$ cat config.mk
export PLATFORM = sky130hd
export DESIGN_NAME = pfs_feed_ctrl
export DESIGN_NICKNAME = d
export VERILOG_FILES = /design/src/pfs_pkg.sv /design/src/pfs_step_len.sv /design/src/pfs_feed_ctrl.sv
export SDC_FILE = /design/constraint.sdc
export NUM_CORES = 1
export LEC_CHECK = 0
export ABC_CLOCK_PERIOD_IN_PS = 8800
export BUFFER_PORTS_ARGS = -buffer_cell sky130_fd_sc_hd__buf_2
export CORE_ASPECT_RATIO = 1.75
export CORE_UTILIZATION = 61
export CTS_CLUSTER_SIZE = 24
export DETAILED_ROUTE_END_ITERATION = 7
export PLACE_DENSITY = 0.81
export SETUP_SLACK_MARGIN = 0.05
export SYNTH_ARGS = -nofsm -noshare
export SYNTH_HDL_FRONTEND = slang
export SYNTH_HIERARCHICAL = 1
export SYNTH_SLANG_ARGS = --single-unit
$ cat constraint.sdc
create_clock -name clk_i -period 8.8 [get_ports clk_i]
set_input_delay 0.44 -clock clk_i [delete_from_list [all_inputs] [get_ports clk_i]]
set_output_delay 0.44 -clock clk_i [all_outputs]
set_load 0.02 [all_outputs]
$ cat src/pfs_pkg.sv
package pfs_pkg;

    // clock and time base
    localparam int          PFS_CLK_HZ    = 200_000_000;
    localparam int          PFS_US_PER_S  = 1_000_000;
    localparam logic [7:0]  PFS_US_CYCLES = 8'(PFS_CLK_HZ / PFS_US_PER_S);

    // motor timing figures, in their own units
    localparam int          PFS_STOP_HOLD_MS  = 10;
    localparam logic [15:0] PFS_STOP_HOLD_US  = 16'(PFS_STOP_HOLD_MS * 1000);
    localparam int          PFS_CUR_REDUCE_DELAY_US = 2000;
    localparam logic [15:0] PFS_CUR_REDUCE_US = 16'(PFS_CUR_REDUCE_DELAY_US);
    localparam int          PFS_LOAD_PPS      = 150;
    // least period: round up so loading never runs faster than the rate
    localparam logic [15:0] PFS_LOAD_STEP_US  =
        16'((PFS_US_PER_S + PFS_LOAD_PPS - 1) / PFS_LOAD_PPS);
    localparam int          PFS_SLOW_PPS      = 350;
    localparam logic [15:0] PFS_SLOW_STEP_US  = 16'(PFS_US_PER_S / PFS_SLOW_PPS);
    localparam logic [15:0] PFS_BACKLASH_STEPS = 16'h0010;
    localparam logic [4:0]  PFS_ACCEL_LAST    = 5'h12;

    // acceleration tables: entry 0 is the start hold, 18 the feed rate
    // (720 pps narrow model, 600 pps wider models)
    localparam int PFS_ACCEL_NARROW_US [19] = '{
        8000, 8000, 4950, 3831, 3215, 2817, 2538, 2326, 2155, 2020,
        1908, 1808, 1727, 1653, 1587, 1531, 1479, 1433, 1389};
    localparam int PFS_ACCEL_WIDE_US [19] = '{
        9615, 9615, 5952, 4608, 3861, 3378, 3049, 2793, 2591, 2427,
        2288, 2174, 2070, 1984, 1905, 1838, 1773, 1718, 1667};

    // register byte offsets
    localparam logic [7:0]  PFS_ADR_CTRL   = 8'h00;
    localparam logic [7:0]  PFS_ADR_COUNT  = 8'h04;
    localparam logic [7:0]  PFS_ADR_CFG    = 8'h08;
    localparam logic [7:0]  PFS_ADR_PULSE  = 8'h0C;
    localparam logic [7:0]  PFS_ADR_STATUS = 8'h10;
    localparam logic [7:0]  PFS_ADR_DONE   = 8'h14;

    // register field positions
    localparam int          PFS_CTRL_REV_BIT  = 3;
    localparam int          PFS_ST_BUSY_BIT   = 0;
    localparam int          PFS_ST_EN_BIT     = 1;
    localparam int          PFS_ST_PHASE_LSB  = 2;
    localparam int          PFS_ST_REV_BIT    = 4;
    localparam int          PFS_ST_PRINT_BIT  = 5;
    localparam int          PFS_ST_SLOW_BIT   = 6;
    localparam int          PFS_ST_STATE_LSB  = 8;

    // reset values
    localparam logic [15:0] PFS_COUNT_RST = 16'h0000;
    localparam logic [1:0]  PFS_MODEL_RST = 2'h0;
    localparam logic [15:0] PFS_PULSE_RST = 16'h0000;

    // command codes written to the control register
    localparam logic [2:0]  PFS_CMD_FEED  = 3'h1;
    localparam logic [2:0]  PFS_CMD_PRINT = 3'h2;
    localparam logic [2:0]  PFS_CMD_LOAD  = 3'h3;
    localparam logic [2:0]  PFS_CMD_INIT  = 3'h4;
    localparam logic [2:0]  PFS_CMD_STOP  = 3'h5;
    localparam logic [2:0]  PFS_CMD_PAUSE = 3'h6;

    // mechanism models
    localparam logic [1:0]  PFS_MODEL_NARROW = 2'h0;
    localparam logic [1:0]  PFS_MODEL_MID    = 2'h1;
    localparam logic [1:0]  PFS_MODEL_WIDE   = 2'h2;

    typedef enum logic [1:0] {PFS_MODE_FEED, PFS_MODE_PRINT, PFS_MODE_LOAD} pfs_mode_t;

    // driver control lines that travel together
    typedef struct packed {
        logic exc_off;
        logic sel_first;
        logic sel_second;
    } pfs_drive_t;

    localparam pfs_drive_t PFS_I_250 = 3'h0;
    localparam pfs_drive_t PFS_I_180 = 3'h2;
    localparam pfs_drive_t PFS_I_80  = 3'h1;
    localparam pfs_drive_t PFS_I_OFF = 3'h4;

    // phase pins {a, b} for excitation states 1..4
    localparam logic [1:0] PFS_PHASE_AB [4] = '{2'h1, 2'h3, 2'h2, 2'h0};

endpackage

$ cat src/pfs_step_len.sv
`timescale 1ns/1ps
module pfs_step_len (
    // step selection
    input  wire logic [1:0]        model_i,
    input  wire pfs_pkg::pfs_mode_t mode_i,
    input  wire logic [4:0]        idx_i,
    input  wire logic [15:0]       pulse_us_i,
    // length of the current step
    output logic      [15:0]       len_us_o
);

    logic [15:0] tab_us;

    // table lookup, then mode overrides
    always_comb begin
        if (model_i == pfs_pkg::PFS_MODEL_NARROW) begin
            tab_us = 16'(pfs_pkg::PFS_ACCEL_NARROW_US[idx_i]);
        end else begin
            tab_us = 16'(pfs_pkg::PFS_ACCEL_WIDE_US[idx_i]);
        end
        if (mode_i == pfs_pkg::PFS_MODE_LOAD) begin
            len_us_o = pfs_pkg::PFS_LOAD_STEP_US;
        end else if (mode_i == pfs_pkg::PFS_MODE_PRINT && pulse_us_i > tab_us) begin
            // stretching the step keeps the head burn inside one row
            len_us_o = pulse_us_i;
        end else begin
            len_us_o = tab_us;
        end
    end

endmodule

$ cat src/pfs_feed_ctrl.sv
`timescale 1ns/1ps
module pfs_feed_ctrl #(
    parameter logic [7:0]  US_CYCLES    = pfs_pkg::PFS_US_CYCLES,
    parameter logic [15:0] STOP_HOLD_US = pfs_pkg::PFS_STOP_HOLD_US
) (
    // clock and reset
    input  wire logic        clk_i,
    input  wire logic        rst_i,
    // wishbone slave
    input  wire logic        wb_cyc_i,
    input  wire logic        wb_stb_i,
    input  wire logic        wb_we_i,
    input  wire logic [7:0]  wb_adr_i,
    input  wire logic [3:0]  wb_sel_i,
    input  wire logic [31:0] wb_dat_i,
    output logic      [31:0] wb_dat_o,
    output logic             wb_ack_o,
    // motor driver pins
    output logic             phase_in_a_o,
    output logic             phase_in_b_o,
    output logic             motor_disable_o,
    output logic             current_sel_first_o,
    output logic             current_sel_second_o,
    // status to the head logic
    output logic             print_allow_o,
    output logic             busy_o
);

    typedef enum logic [1:0] {PFS_ST_PAUSE, PFS_ST_START, PFS_ST_RUN, PFS_ST_HOLD} pfs_fsm_t;
    typedef enum logic [1:0] {PFS_BL_NONE, PFS_BL_REV, PFS_BL_FWD} pfs_bl_t;

    typedef struct packed {
        logic                ack;
        logic [31:0]         rdata;
        pfs_fsm_t            st;
        pfs_pkg::pfs_mode_t  mode;
        logic                dir;
        pfs_bl_t             bl;
        logic [4:0]          idx;
        logic [1:0]          phase;
        logic [7:0]          pre;
        logic [15:0]         step_us;
        logic [15:0]         done;
        logic                stop_req;
        logic [2:0]          cmd_last;
        logic                rev_last;
        logic [1:0]          model;
        logic [15:0]         count;
        logic [15:0]         pulse_us;
        pfs_pkg::pfs_drive_t drive;
        logic [1:0]          pins_ab;
        logic                print_allow;
        logic                busy;
        logic                slow;
    } pfs_state_t;

    localparam pfs_state_t PFS_STATE_RST = '{
        ack:         1'b0,
        rdata:       32'h0000_0000,
        st:          PFS_ST_PAUSE,
        mode:        pfs_pkg::PFS_MODE_FEED,
        dir:         1'b0,
        bl:          PFS_BL_NONE,
        idx:         5'h00,
        phase:       2'h0,
        pre:         8'h00,
        step_us:     16'h0000,
        done:        16'h0000,
        stop_req:    1'b0,
        cmd_last:    3'h0,
        rev_last:    1'b0,
        model:       pfs_pkg::PFS_MODEL_RST,
        count:       pfs_pkg::PFS_COUNT_RST,
        pulse_us:    pfs_pkg::PFS_PULSE_RST,
        drive:       pfs_pkg::PFS_I_OFF,
        pins_ab:     pfs_pkg::PFS_PHASE_AB[0],
        print_allow: 1'b0,
        busy:        1'b0,
        slow:        1'b0
    };

    pfs_state_t  s_reg;
    pfs_state_t  s_next;
    logic [15:0] len_us;
    logic [31:0] wmask;

    // byte lanes of a write
    genvar gi;
    generate
        for (gi = 0; gi < 4; gi++) begin : g_lane
            assign wmask[gi*8 +: 8] = {8{wb_sel_i[gi]}};
        end
    endgenerate

    // length of the step now being output
    pfs_step_len pfs_step_len_inst (
        .model_i    (s_reg.model),
        .mode_i     (s_reg.mode),
        .idx_i      (s_reg.idx),
        .pulse_us_i (s_reg.pulse_us),
        .len_us_o   (len_us)
    );

    // next state
    always_comb begin
        logic        req;
        logic        wr;
        logic        tick;
        logic        bound;
        logic        step;
        logic        go;
        logic [2:0]  cmd;
        logic [15:0] lim;
        logic [31:0] wval;
        s_next = s_reg;
        req    = wb_cyc_i & wb_stb_i;
        // a write takes effect at the edge where the master sees ack
        wr     = req & wb_we_i & s_reg.ack;
        tick   = (s_reg.pre == US_CYCLES - 8'h01);
        step   = 1'b0;
        go     = 1'b0;
        cmd    = 3'h0;
        wval   = 32'h0000_0000;
        lim    = (s_reg.st == PFS_ST_HOLD) ? STOP_HOLD_US : len_us;
        bound  = tick && (s_reg.step_us == lim - 16'h0001);

        // microsecond time base and position inside the step
        s_next.pre = tick ? 8'h00 : s_reg.pre + 8'h01;
        if (tick && s_reg.step_us != 16'hFFFF) begin
            s_next.step_us = s_reg.step_us + 16'h0001;
        end

        // sequencer timing
        unique case (s_reg.st)
            PFS_ST_PAUSE: begin
                s_next.step_us = 16'h0000;
            end
            PFS_ST_START: begin
                if (bound) begin
                    s_next.st  = PFS_ST_RUN;
                    s_next.idx = 5'h01;
                    step       = 1'b1;
                end
            end
            PFS_ST_RUN: begin
                if (bound) begin
                    s_next.done = s_reg.done + 16'h0001;
                    if (s_next.done == s_reg.count || s_reg.stop_req) begin
                        s_next.stop_req = 1'b0;
                        s_next.done     = 16'h0000;
                        if (s_reg.bl == PFS_BL_REV) begin
                            // take up backlash in the feed direction
                            s_next.bl    = PFS_BL_FWD;
                            s_next.dir   = 1'b0;
                            s_next.count = pfs_pkg::PFS_BACKLASH_STEPS;
                            s_next.idx   = 5'h01;
                            step         = 1'b1;
                        end else if (s_reg.bl == PFS_BL_NONE && s_reg.dir) begin
                            s_next.bl    = PFS_BL_REV;
                            s_next.count = pfs_pkg::PFS_BACKLASH_STEPS;
                            step         = 1'b1;
                        end else begin
                            s_next.bl      = PFS_BL_NONE;
                            s_next.st      = PFS_ST_HOLD;
                            s_next.step_us = 16'h0000;
                            s_next.pre     = 8'h00;
                        end
                    end else begin
                        step = 1'b1;
                        if (s_reg.idx != pfs_pkg::PFS_ACCEL_LAST) begin
                            s_next.idx = s_reg.idx + 5'h01;
                        end
                    end
                end
            end
            PFS_ST_HOLD: begin
                if (bound) begin
                    s_next.st = PFS_ST_PAUSE;
                end
            end
        endcase

        // register writes
        if (wr) begin
            unique case (wb_adr_i)
                pfs_pkg::PFS_ADR_CTRL: begin
                    if (wb_sel_i[0]) begin
                        cmd             = wb_dat_i[2:0];
                        s_next.cmd_last = cmd;
                        s_next.rev_last = wb_dat_i[pfs_pkg::PFS_CTRL_REV_BIT];
                    end
                end
                pfs_pkg::PFS_ADR_COUNT: begin
                    wval         = ({16'h0000, s_reg.count} & ~wmask) | (wb_dat_i & wmask);
                    s_next.count = wval[15:0];
                end
                pfs_pkg::PFS_ADR_CFG: begin
                    wval         = ({30'h0, s_reg.model} & ~wmask) | (wb_dat_i & wmask);
                    s_next.model = wval[1:0];
                end
                pfs_pkg::PFS_ADR_PULSE: begin
                    wval            = ({16'h0000, s_reg.pulse_us} & ~wmask) | (wb_dat_i & wmask);
                    s_next.pulse_us = wval[15:0];
                end
                default: begin
                end
            endcase
        end

        // commands: runs start only from the stop step or from pause
        if (s_reg.st == PFS_ST_PAUSE || s_reg.st == PFS_ST_HOLD) begin
            if (cmd == pfs_pkg::PFS_CMD_FEED && s_reg.count != 16'h0000) begin
                s_next.mode = pfs_pkg::PFS_MODE_FEED;
                s_next.dir  = wb_dat_i[pfs_pkg::PFS_CTRL_REV_BIT];
                go          = 1'b1;
            end else if (cmd == pfs_pkg::PFS_CMD_PRINT && s_reg.count != 16'h0000) begin
                s_next.mode = pfs_pkg::PFS_MODE_PRINT;
                s_next.dir  = 1'b0;
                go          = 1'b1;
            end else if (cmd == pfs_pkg::PFS_CMD_LOAD && s_reg.count != 16'h0000) begin
                s_next.mode = pfs_pkg::PFS_MODE_LOAD;
                s_next.dir  = 1'b0;
                go          = 1'b1;
            end else if (cmd == pfs_pkg::PFS_CMD_INIT) begin
                s_next.mode  = pfs_pkg::PFS_MODE_FEED;
                s_next.dir   = 1'b1;
                s_next.bl    = PFS_BL_REV;
                s_next.count = pfs_pkg::PFS_BACKLASH_STEPS;
                go           = 1'b1;
            end else if (cmd == pfs_pkg::PFS_CMD_PAUSE && s_reg.st == PFS_ST_HOLD) begin
                s_next.st = PFS_ST_PAUSE;
            end
        end else if (cmd == pfs_pkg::PFS_CMD_STOP) begin
            s_next.stop_req = 1'b1;
        end
        if (go) begin
            s_next.done     = 16'h0000;
            s_next.stop_req = 1'b0;
            if (cmd != pfs_pkg::PFS_CMD_INIT) begin
                s_next.bl = PFS_BL_NONE;
            end
            if (s_reg.st == PFS_ST_HOLD) begin
                s_next.st  = PFS_ST_RUN;
                s_next.idx = 5'h01;
                step       = 1'b1;
            end else begin
                // stop phase held for the start-step time before moving
                s_next.st      = PFS_ST_START;
                s_next.idx     = 5'h00;
                s_next.step_us = 16'h0000;
                s_next.pre     = 8'h00;
            end
        end

        // step boundary: next excitation state, restart step timing
        if (step) begin
            // ascending state order turns the shaft clockwise, one dot row a step
            s_next.phase   = s_next.dir ? s_reg.phase - 2'h1 : s_reg.phase + 2'h1;
            s_next.step_us = 16'h0000;
            s_next.pre     = 8'h00;
        end

        // pin values, taken from the next state so all change together
        s_next.pins_ab = pfs_pkg::PFS_PHASE_AB[s_next.phase];
        unique case (s_next.st)
            PFS_ST_PAUSE: s_next.drive = pfs_pkg::PFS_I_OFF;
            PFS_ST_START: s_next.drive = pfs_pkg::PFS_I_180;
            PFS_ST_HOLD:  s_next.drive = pfs_pkg::PFS_I_180;
            PFS_ST_RUN: begin
                if (s_next.mode == pfs_pkg::PFS_MODE_LOAD) begin
                    s_next.drive = (s_next.model == pfs_pkg::PFS_MODEL_NARROW) ?
                                   pfs_pkg::PFS_I_180 : pfs_pkg::PFS_I_250;
                end else if (s_next.mode == pfs_pkg::PFS_MODE_PRINT &&
                             s_next.model != pfs_pkg::PFS_MODEL_WIDE &&
                             s_next.step_us >= pfs_pkg::PFS_CUR_REDUCE_US) begin
                    // cuts motor heating on long print steps
                    s_next.drive = pfs_pkg::PFS_I_80;
                end else begin
                    s_next.drive = pfs_pkg::PFS_I_180;
                end
            end
        endcase
        // printing may overlap acceleration but never reverse motion
        s_next.busy        = (s_next.st == PFS_ST_START || s_next.st == PFS_ST_RUN);
        s_next.print_allow = s_next.busy &&
                             s_next.mode == pfs_pkg::PFS_MODE_PRINT && !s_next.dir;
        // warns software of a noisy slow run; loading is slow by design
        s_next.slow = (s_reg.st == PFS_ST_RUN) && s_reg.mode != pfs_pkg::PFS_MODE_LOAD &&
                      len_us >= pfs_pkg::PFS_SLOW_STEP_US;

        // bus answer, one cycle after the request, dropped the next cycle
        s_next.ack   = req & ~s_reg.ack;
        s_next.rdata = 32'h0000_0000;
        if (req & ~s_reg.ack & ~wb_we_i) begin
            unique case (wb_adr_i)
                pfs_pkg::PFS_ADR_CTRL:   s_next.rdata = {28'h0, s_reg.rev_last, s_reg.cmd_last};
                pfs_pkg::PFS_ADR_COUNT:  s_next.rdata = {16'h0000, s_reg.count};
                pfs_pkg::PFS_ADR_CFG:    s_next.rdata = {30'h0, s_reg.model};
                pfs_pkg::PFS_ADR_PULSE:  s_next.rdata = {16'h0000, s_reg.pulse_us};
                pfs_pkg::PFS_ADR_STATUS: begin
                    s_next.rdata[pfs_pkg::PFS_ST_BUSY_BIT] = s_reg.busy;
                    s_next.rdata[pfs_pkg::PFS_ST_EN_BIT]   = ~s_reg.drive.exc_off;
                    s_next.rdata[pfs_pkg::PFS_ST_PHASE_LSB +: 2] = s_reg.phase;
                    s_next.rdata[pfs_pkg::PFS_ST_REV_BIT]   = s_reg.dir;
                    s_next.rdata[pfs_pkg::PFS_ST_PRINT_BIT] = s_reg.print_allow;
                    s_next.rdata[pfs_pkg::PFS_ST_SLOW_BIT]  = s_reg.slow;
                    s_next.rdata[pfs_pkg::PFS_ST_STATE_LSB +: 2] = s_reg.st;
                end
                pfs_pkg::PFS_ADR_DONE:   s_next.rdata = {16'h0000, s_reg.done};
                default:                 s_next.rdata = 32'h0000_0000;
            endcase
        end
    end

    // state register
    always_ff @(posedge clk_i) begin
        if (rst_i) begin
            s_reg <= PFS_STATE_RST;
        end else begin
            s_reg <= s_next;
        end
    end

    // outputs straight from the state register
    assign wb_dat_o             = s_reg.rdata;
    assign wb_ack_o             = s_reg.ack;
    assign phase_in_a_o         = s_reg.pins_ab[1];
    assign phase_in_b_o         = s_reg.pins_ab[0];
    assign motor_disable_o      = s_reg.drive.exc_off;
    assign current_sel_first_o  = s_reg.drive.sel_first;
    assign current_sel_second_o = s_reg.drive.sel_second;
    assign print_allow_o        = s_reg.print_allow;
    assign busy_o               = s_reg.busy;

endmodule

==> impl_metrics.csv, run 1 <==
group,metric,value,unit
min_path,holdPathStages,2,
finish,fillers,1267,
yosys,async_reset_ff_share,0,%
die,start_util,62.4,%
min_path,min-delay-start,"wb_dat_i[12]",
global_routing,grt_pass1_wl,42300,microns
drt,routed_wl,27400,microns
yosys,ys_ff_latch,118,
yosys,synth.distinct_cells,100,
drt,drt_first_iter_violations,682,
die,die_x,95.1,microns
cts,cts_htree_levels,4,
setup_path,crit_type,"flop to flop",
drt,dr_wl_met2,14300,microns
yosys,syn_area_per_cell,8.01,sq um
timing,fin_crit_sh,86.6,%
drt,wirelength_met1,9470,microns
timing,setup_viol,0,
yosys,syn_area,9260,sq um
setup_path,crit_path_end_kind,"flop",
finish,area_growth,7.38,%
drt,route.top_layer_used,"met4",
die,die_h,165,microns
drt,met3_wirelength,1480,microns
setup_path,worstPathRequired,9.16,ns
timing,slew_viol_final,0,
timing,rsz0062_at_grt,"no",
placement,dp_hpwl,20100,microns
power,ir_drop,0.117,mV
power,powerDensity,130,nW/um^2
drt,firstDrtPassIters,6,
outcome,status,"completed",
yosys,synthCells,1156,
yosys,yosysSeqAreaShare,25.5,%
timing,tightest_slew,0.920,ns
yosys,yosysWarningCount,6,
cts,cts_tree,"built",
cts,clk_pin_slew,0.06,ns
yosys,ys_dominant_reg_cell,"dfxtp_1",
die,fp.dieArea,15700,sq um
placement,io_buffers,54,
power,power_leakage,0.00379,uW
timing,period_needed,7.62,ns
die,io_pins,89,
global_routing,grt_max_degree,43,
yosys,yosys-top-cells-area,"dfxtp_1 26%, nor2_1 6.2%, mux2i_1 6.2%",
finish,register_area,2360,sq um
cts,cts-root-buf,"clkbuf_16",
placement,gp_congestion,0.978,
min_path,min_to,"s_reg[36]$_SDFF_PP0_",
global_routing,antenna_found_initial,0,
cts,clockBufferDepth,2,
finish,layout.nets,1244,
timing,fin_setup_tns,0,ns
placement,dp_slack,0.814,ns
global_routing,track_usage,35.1,%
finish,drive_gt1_share,13.0,%
timing,hold_violations,0,
drt,drc_errors,0,
timing,skew,0.0155,ns
run,maxCapViolCount,0,
yosys,yosys.area.top_type_share,25.5,%
timing,fmax,0.131,GHz
finish,antennaDiodeCount,0,
die,rows,59,
yosys,synth.largest_area_cell,"dfxtp_1",
drt,viasPerCell,6.66,
setup_path,r2r-end,"print_allow_o$_SDFF_PP0_",
global_routing,grt_pass1_vias,8642,
cts,cts.sinks,118,
die,fp.coreArea,14800,sq um
drt,ant_nets,0,
yosys,synth_edf_count,0,
setup_path,worstSetupStartpointType,"flop",
setup_path,arrival,7.98,ns
cts,clkLatencyLatePin,0.42,ns
min_path,hold_path.class,"input port to flop",
setup_path,rr_worst_depth,24,
setup_path,path_max_fanout,28,
timing,layout_setup_ws,1.18,ns
setup_path,regToRegStartpoint,"s_reg[91]$_SDFFE_PP0P_",
drt,vias,9016,
timing,slew_headroom,38.5,%
global_routing,overflow,0,
cts,numCtsBuffers,17,
setup_path,r2r_setup_slack,1.18,ns
cts,cts_resized,0,
drt,wl_per_cell,20.2,microns
finish,multi_input_area,6230,sq um
metal layers:
metal	GRT usage, %	vias up
li1	-	4159
met1	33.7	4286
met2	63.4	423
met3	6.45	148
met4	28.2	0
met5	0	-
power breakdown:
group / leakage (uW) / switching (uW) / internal, uW
Combinational: 0.00255 / 32.8 / 13.9
Sequential: 0.000951 / 3.30 / 538
Clock: 0.000285 / 274 / 428
metrics by stage:
stage	hold slack (ns)	utilization, %	std cells	power, uW	area (sq um)
detailed placement	0.442	62.9	1319	598	9340
global route	0.255	67.0	1353	1320	9940
CTS	0.251	66.9	1351	1290	9930
floorplan	0.436	-	1171	587	9320
finish	0.248	67.0	1353	1290	9940
global placement	0.437	62.9	1319	597	9340
placed cells by master, fill, tap and decap left out, types with 7 or more instances in the layout:
master,instances
o211ai_1,10
xnor2_1,49
nor4_1,17
a211oi_1,12
nor3b_1,7
nor2b_1,14
or3_1,15
a22o_1,16
nand3_1,35
o21ai_0,46
nand4b_1,7
nand3b_1,10
conb_1,16
nor3_1,23
clkbuf_16,17
nor2_1,153
a31oi_1,16
and3_1,15
o22a_1,7
inv_1,39
buf_2,54
or2_2,12
buf_4,14
mux2i_1,57
nand4_1,16
ha_1,38
and2_1,11
xor2_1,15
nand2b_1,16
dfxtp_1,118
nand2_1,68
a21oi_1,65
cell families (layout without fill, tap and decap cells):
logic type | Yosys count | in the layout | synth area share (%)
compound gates | 260 | 260 | 20.3
xor+xnor | 64 | 64 | 6.05
fa+ha+maj | 38 | 38 | 5.14
buf+inv | 141 | 140 | 7.80
flops | 118 | 118 | 25.5
mux | 65 | 65 | 7.50
other cells | 1 | 16 | 0.0405
simple gates | 469 | 469 | 27.7
final cells by class:
class	count	share of cell area [%]
multi-input combinational	912	62.7
sequential	118	23.8
clock buffer	19	4.46
timing repair buffer	68	3.78
tap	183	2.30
inverter	40	1.56
clock inverter	13	1.47
critical path, stage by stage, from the launching register on:
cell	delay, ns
dfxtp_1	0.88
inv_1	0.35
ha_1	0.37
inv_1	0.04
mux4_2	0.52
o21ai_0	0.22
ha_1	0.29
a21oi_1	0.16
o21a_1	0.14
o21ai_2	0.09
o31ai_4	0.37
mux2i_1	0.26
nand2b_1	0.19
ha_1	0.32
nor4b_1	0.55
nand3_1	0.19
o211a_1	0.19
a311o_1	0.32
nor4b_4	0.43
nand3_4	0.19
o311a_1	0.33
nor3_1	0.42
ha_1	0.32
nor2_1	0.20
and3_1	0.18
Yosys cell counts, types with 5 or more instances:
library cell and number:
a211oi_1 12, a21oi_1 65, a22o_1 16, a311o_1 5, a31oi_1 16, and2_1 11, and3_1 15, and3b_1 5
and4_1 5, buf_2 13, buf_4 33, clkbuf_1 47, dfxtp_1 118, ha_1 38, inv_1 39, mux2_4 6
mux2i_1 57, nand2_1 68, nand2b_1 16, nand3_1 35, nand3b_1 10, nand4_1 16, nand4b_1 7, nor2_1 153
nor2b_1 14, nor3_1 23, nor3b_1 7, nor4_1 17, nor4b_1 5, o211ai_1 10, o21a_1 6, o21ai_0 46
o22a_1 7, or2_2 12, or3_1 15, or4_1 6, xnor2_1 49, xor2_1 15
worst max-delay path by stage:
stage               depth (start not counted)                  endpoint  slack (ns)                   start
floorplan                                  25      s_reg[88]$_SDFF_PP0_        2.10  s_reg[90]$_SDFFE_PP0P_
global placement                           24  print_allow_o$_SDFF_PP0_        1.02  s_reg[91]$_SDFFE_PP0P_
detailed placement                         24  print_allow_o$_SDFF_PP0_        0.81  s_reg[91]$_SDFFE_PP0P_
CTS                                        24  print_allow_o$_SDFF_PP0_        0.79  s_reg[91]$_SDFFE_PP0P_
global route                               24  print_allow_o$_SDFF_PP0_        0.70  s_reg[91]$_SDFFE_PP0P_
finish                                     24  print_allow_o$_SDFF_PP0_        1.18  s_reg[91]$_SDFFE_PP0P_
what timing repair did:
item,4_1_cts,5_1_grt
setup buffers,0,2
hold buffers,0,0
endpoints found under the setup margin,0,1
(Power assumes the default switching activity.)
==> run 2: changes to the inputs <==
--- a/config.mk
+++ b/config.mk
@@ -11,6 +11,7 @@
 export CORE_UTILIZATION = 61
 export CTS_CLUSTER_SIZE = 24
 export DETAILED_ROUTE_END_ITERATION = 7
+export MAX_ROUTING_LAYER = met4
 export PLACE_DENSITY = 0.81
 export SETUP_SLACK_MARGIN = 0.05
 export SYNTH_ARGS = -nofsm -noshare
==> run 2 against run 1 <==
Count of clock-buffer cells in the layout down 1. Worst hold slack better by 0.0047 ns. Register-to-register slack worse by 0.32 ns. Sequential share of layout area about the same. Critical endpoint unchanged.
==> impl_metrics.csv, run 2 (synthesis results as in run 1) <==
group,metric,value,unit
timing,layout_setup_ws,0.857,ns
cts,clk_pin_slew,0.06,ns
die,die_h,165,microns
drt,firstDrtPassIters,7,
drt,ant_nets,0,
finish,drive_gt1_share,12.8,%
global_routing,grt_pass1_wl,42000,microns
die,fp.coreArea,14800,sq um
timing,skew,0.0123,ns
setup_path,r2r-end,"print_allow_o$_SDFF_PP0_",
cts,cts.hold.buffers_added,0,
setup_path,path_depth,24,
timing,setup_viol,0,
outcome,status,"completed",
placement,dpl-instance-area,9330,sq um
finish,mostFrequentLayoutCell,"nor2_1",
drt,dr_wl_met2,13900,microns
setup_path,crit_path_end_kind,"flop",
drt,viasPerCell,6.62,
die,rows,59,
global_routing,grt_pass1_vias,8561,
timing,slew_viol_final,0,
min_path,hold_path.class,"input port to flop",
placement,io_buffers,54,
setup_path,arrival,8.31,ns
timing,fmax,0.126,GHz
cts,cts.sinks,118,
placement,gp_congestion,1.04,
timing,tightest_slew,0.973,ns
cts,cts_resized,0,
cts,cts_setup_buffers,0,
timing,rsz0062_at_grt,"no",
setup_path,cp-startpoint,"s_reg[91]$_SDFFE_PP0P_",
setup_path,crit_type,"flop to flop",
setup_path,r2r_setup_slack,0.86,ns
drt,routed_wl,26800,microns
cts,cts-root-buf,"clkbuf_16",
setup_path,worstPathRequired,9.16,ns
power,total_power,1320,uW
cts,cts_tree,"built",
finish,antennaDiodeCount,0,
setup_path,crit_end,"print_allow_o$_SDFF_PP0_",
drt,route.top_layer_used,"met4",
finish,final_cell_mix,"153 x nor2_1, 118 x dfxtp_1, 68 x nand2_1",
power,power_leakage,0.00378,uW
drt,wirelength_met1,9150,microns
setup_path,cp_common_cell,"ha_1",
finish,register_area,2360,sq um
global_routing,antenna_found_initial,0,
cts,clockBufferDepth,2,
cts,clkLatencyLatePin,0.42,ns
timing,hold_violations,0,
run,maxCapViolCount,0,
timing,period_needed,7.94,ns
finish,multi_input_area,6230,sq um
setup_path,crit_family,"compound AO/OA/AOI/OAI gates",
power,ir_drop,0.103,mV
cts,numCtsBuffers,17,
timing,slew_headroom,33.4,%
timing,fin_setup_tns,0,ns
timing,holdWs,0.253,ns
setup_path,worstPathCellList,"inv_1 > ha_1 > inv_1 > mux4_2 > o21ai_0 > ha_1 > a21oi_1 > o21a_1 > o21ai_2 > o31ai_4 > mux2i_1 > nand2b_1 > ha_1 > nor4b_1 > nand3_1 > o211a_1 > a311o_1 > nor4b_4 > nand3_4 > o311a_1 > nor3_1 > ha_1 > nor2_1 > and3_1",
timing,fin_crit_sh,90.3,%
placement,dp_slack,1.02,ns
finish,final_cell_area,9940,sq um
global_routing,track_usage,35.9,%
cts,cts_htree_levels,4,
die,fp.dieArea,15700,sq um
drt,drt_first_iter_violations,612,
drt,drc_errors,0,
die,io_pins,89,
global_routing,grt_max_degree,43,
drt,wl_per_cell,19.9,microns
global_routing,overflow,0,
drt,met3_wirelength,1440,microns
setup_path,worstSetupStartpointType,"flop",
finish,layout.nets,1241,
setup_path,rr_worst_depth,24,
die,start_util,62.4,%
setup_path,path_buf_inv,2,
placement,dp_hpwl,20000,microns
setup_path,path_max_fanout,23,
power,powerDensity,132,nW/um^2
die,die_x,95.1,microns
finish,fillers,1261,
setup_path,cp_slowest_cell,"dfxtp_1",
finish,area_growth,7.35,%
setup_path,regToRegStartpoint,"s_reg[91]$_SDFFE_PP0P_",
setup_path,cpPeakStageDelay,0.81,ns
drt,vias,8928,
[run 2: power breakdown]
| group | switching (uW) | internal [uW] |
|---|---|---|
| clock network | 274 | 455 |
| registers | 3.35 | 538 |
| logic | 32.6 | 14.0 |
| total | 310 | 1010 |
[run 2: through the flow]
stage | instances | util (%)
after floorplan | 1171 | -
after global placement | 1318 | 62.9
after detailed placement | 1318 | 62.9
after CTS | 1349 | 67.0
after global routing | 1349 | 67.0
final | 1349 | 67.0
[run 2: area by class of cell]
| type | count | area share, % |
|---|---|---|
| Clock buffer | 18 | 4.42 |
| Clock inverter | 13 | 1.71 |
| Inverter | 40 | 1.56 |
| Multi-Input combinational cell | 912 | 62.7 |
| Sequential cell | 118 | 23.8 |
| Tap cell | 183 | 2.30 |
| Timing Repair Buffer | 65 | 3.55 |
[run 2: worst min-delay path by stage]
| stage | slack [ns] | start | depth (start not counted) | endpoint |
|---|---|---|---|---|
| after global placement | 0.44 | wb_ack_o$_SDFF_PP0_ | 1 | wb_ack_o$_SDFF_PP0_ |
| final | 0.25 | wb_dat_i[14] | 2 | s_reg[38]$_SDFF_PP0_ |
| after detailed placement | 0.45 | wb_ack_o$_SDFF_PP0_ | 1 | wb_ack_o$_SDFF_PP0_ |
| after global routing | 0.25 | wb_dat_i[12] | 2 | s_reg[36]$_SDFF_PP0_ |
| after floorplan | 0.44 | s_reg[43]$_SDFFE_PP0P_ | 2 | s_reg[43]$_SDFFE_PP0P_ |
| after CTS | 0.25 | wb_dat_i[14] | 2 | s_reg[38]$_SDFF_PP0_ |
[run 2: per-layer routing]
layer,vias up,global-route usage [%]
li1,4174,-
met2,421,61.4
met4,0,30.9
met1,4167,33.1
met5,-,-
met3,166,7.60
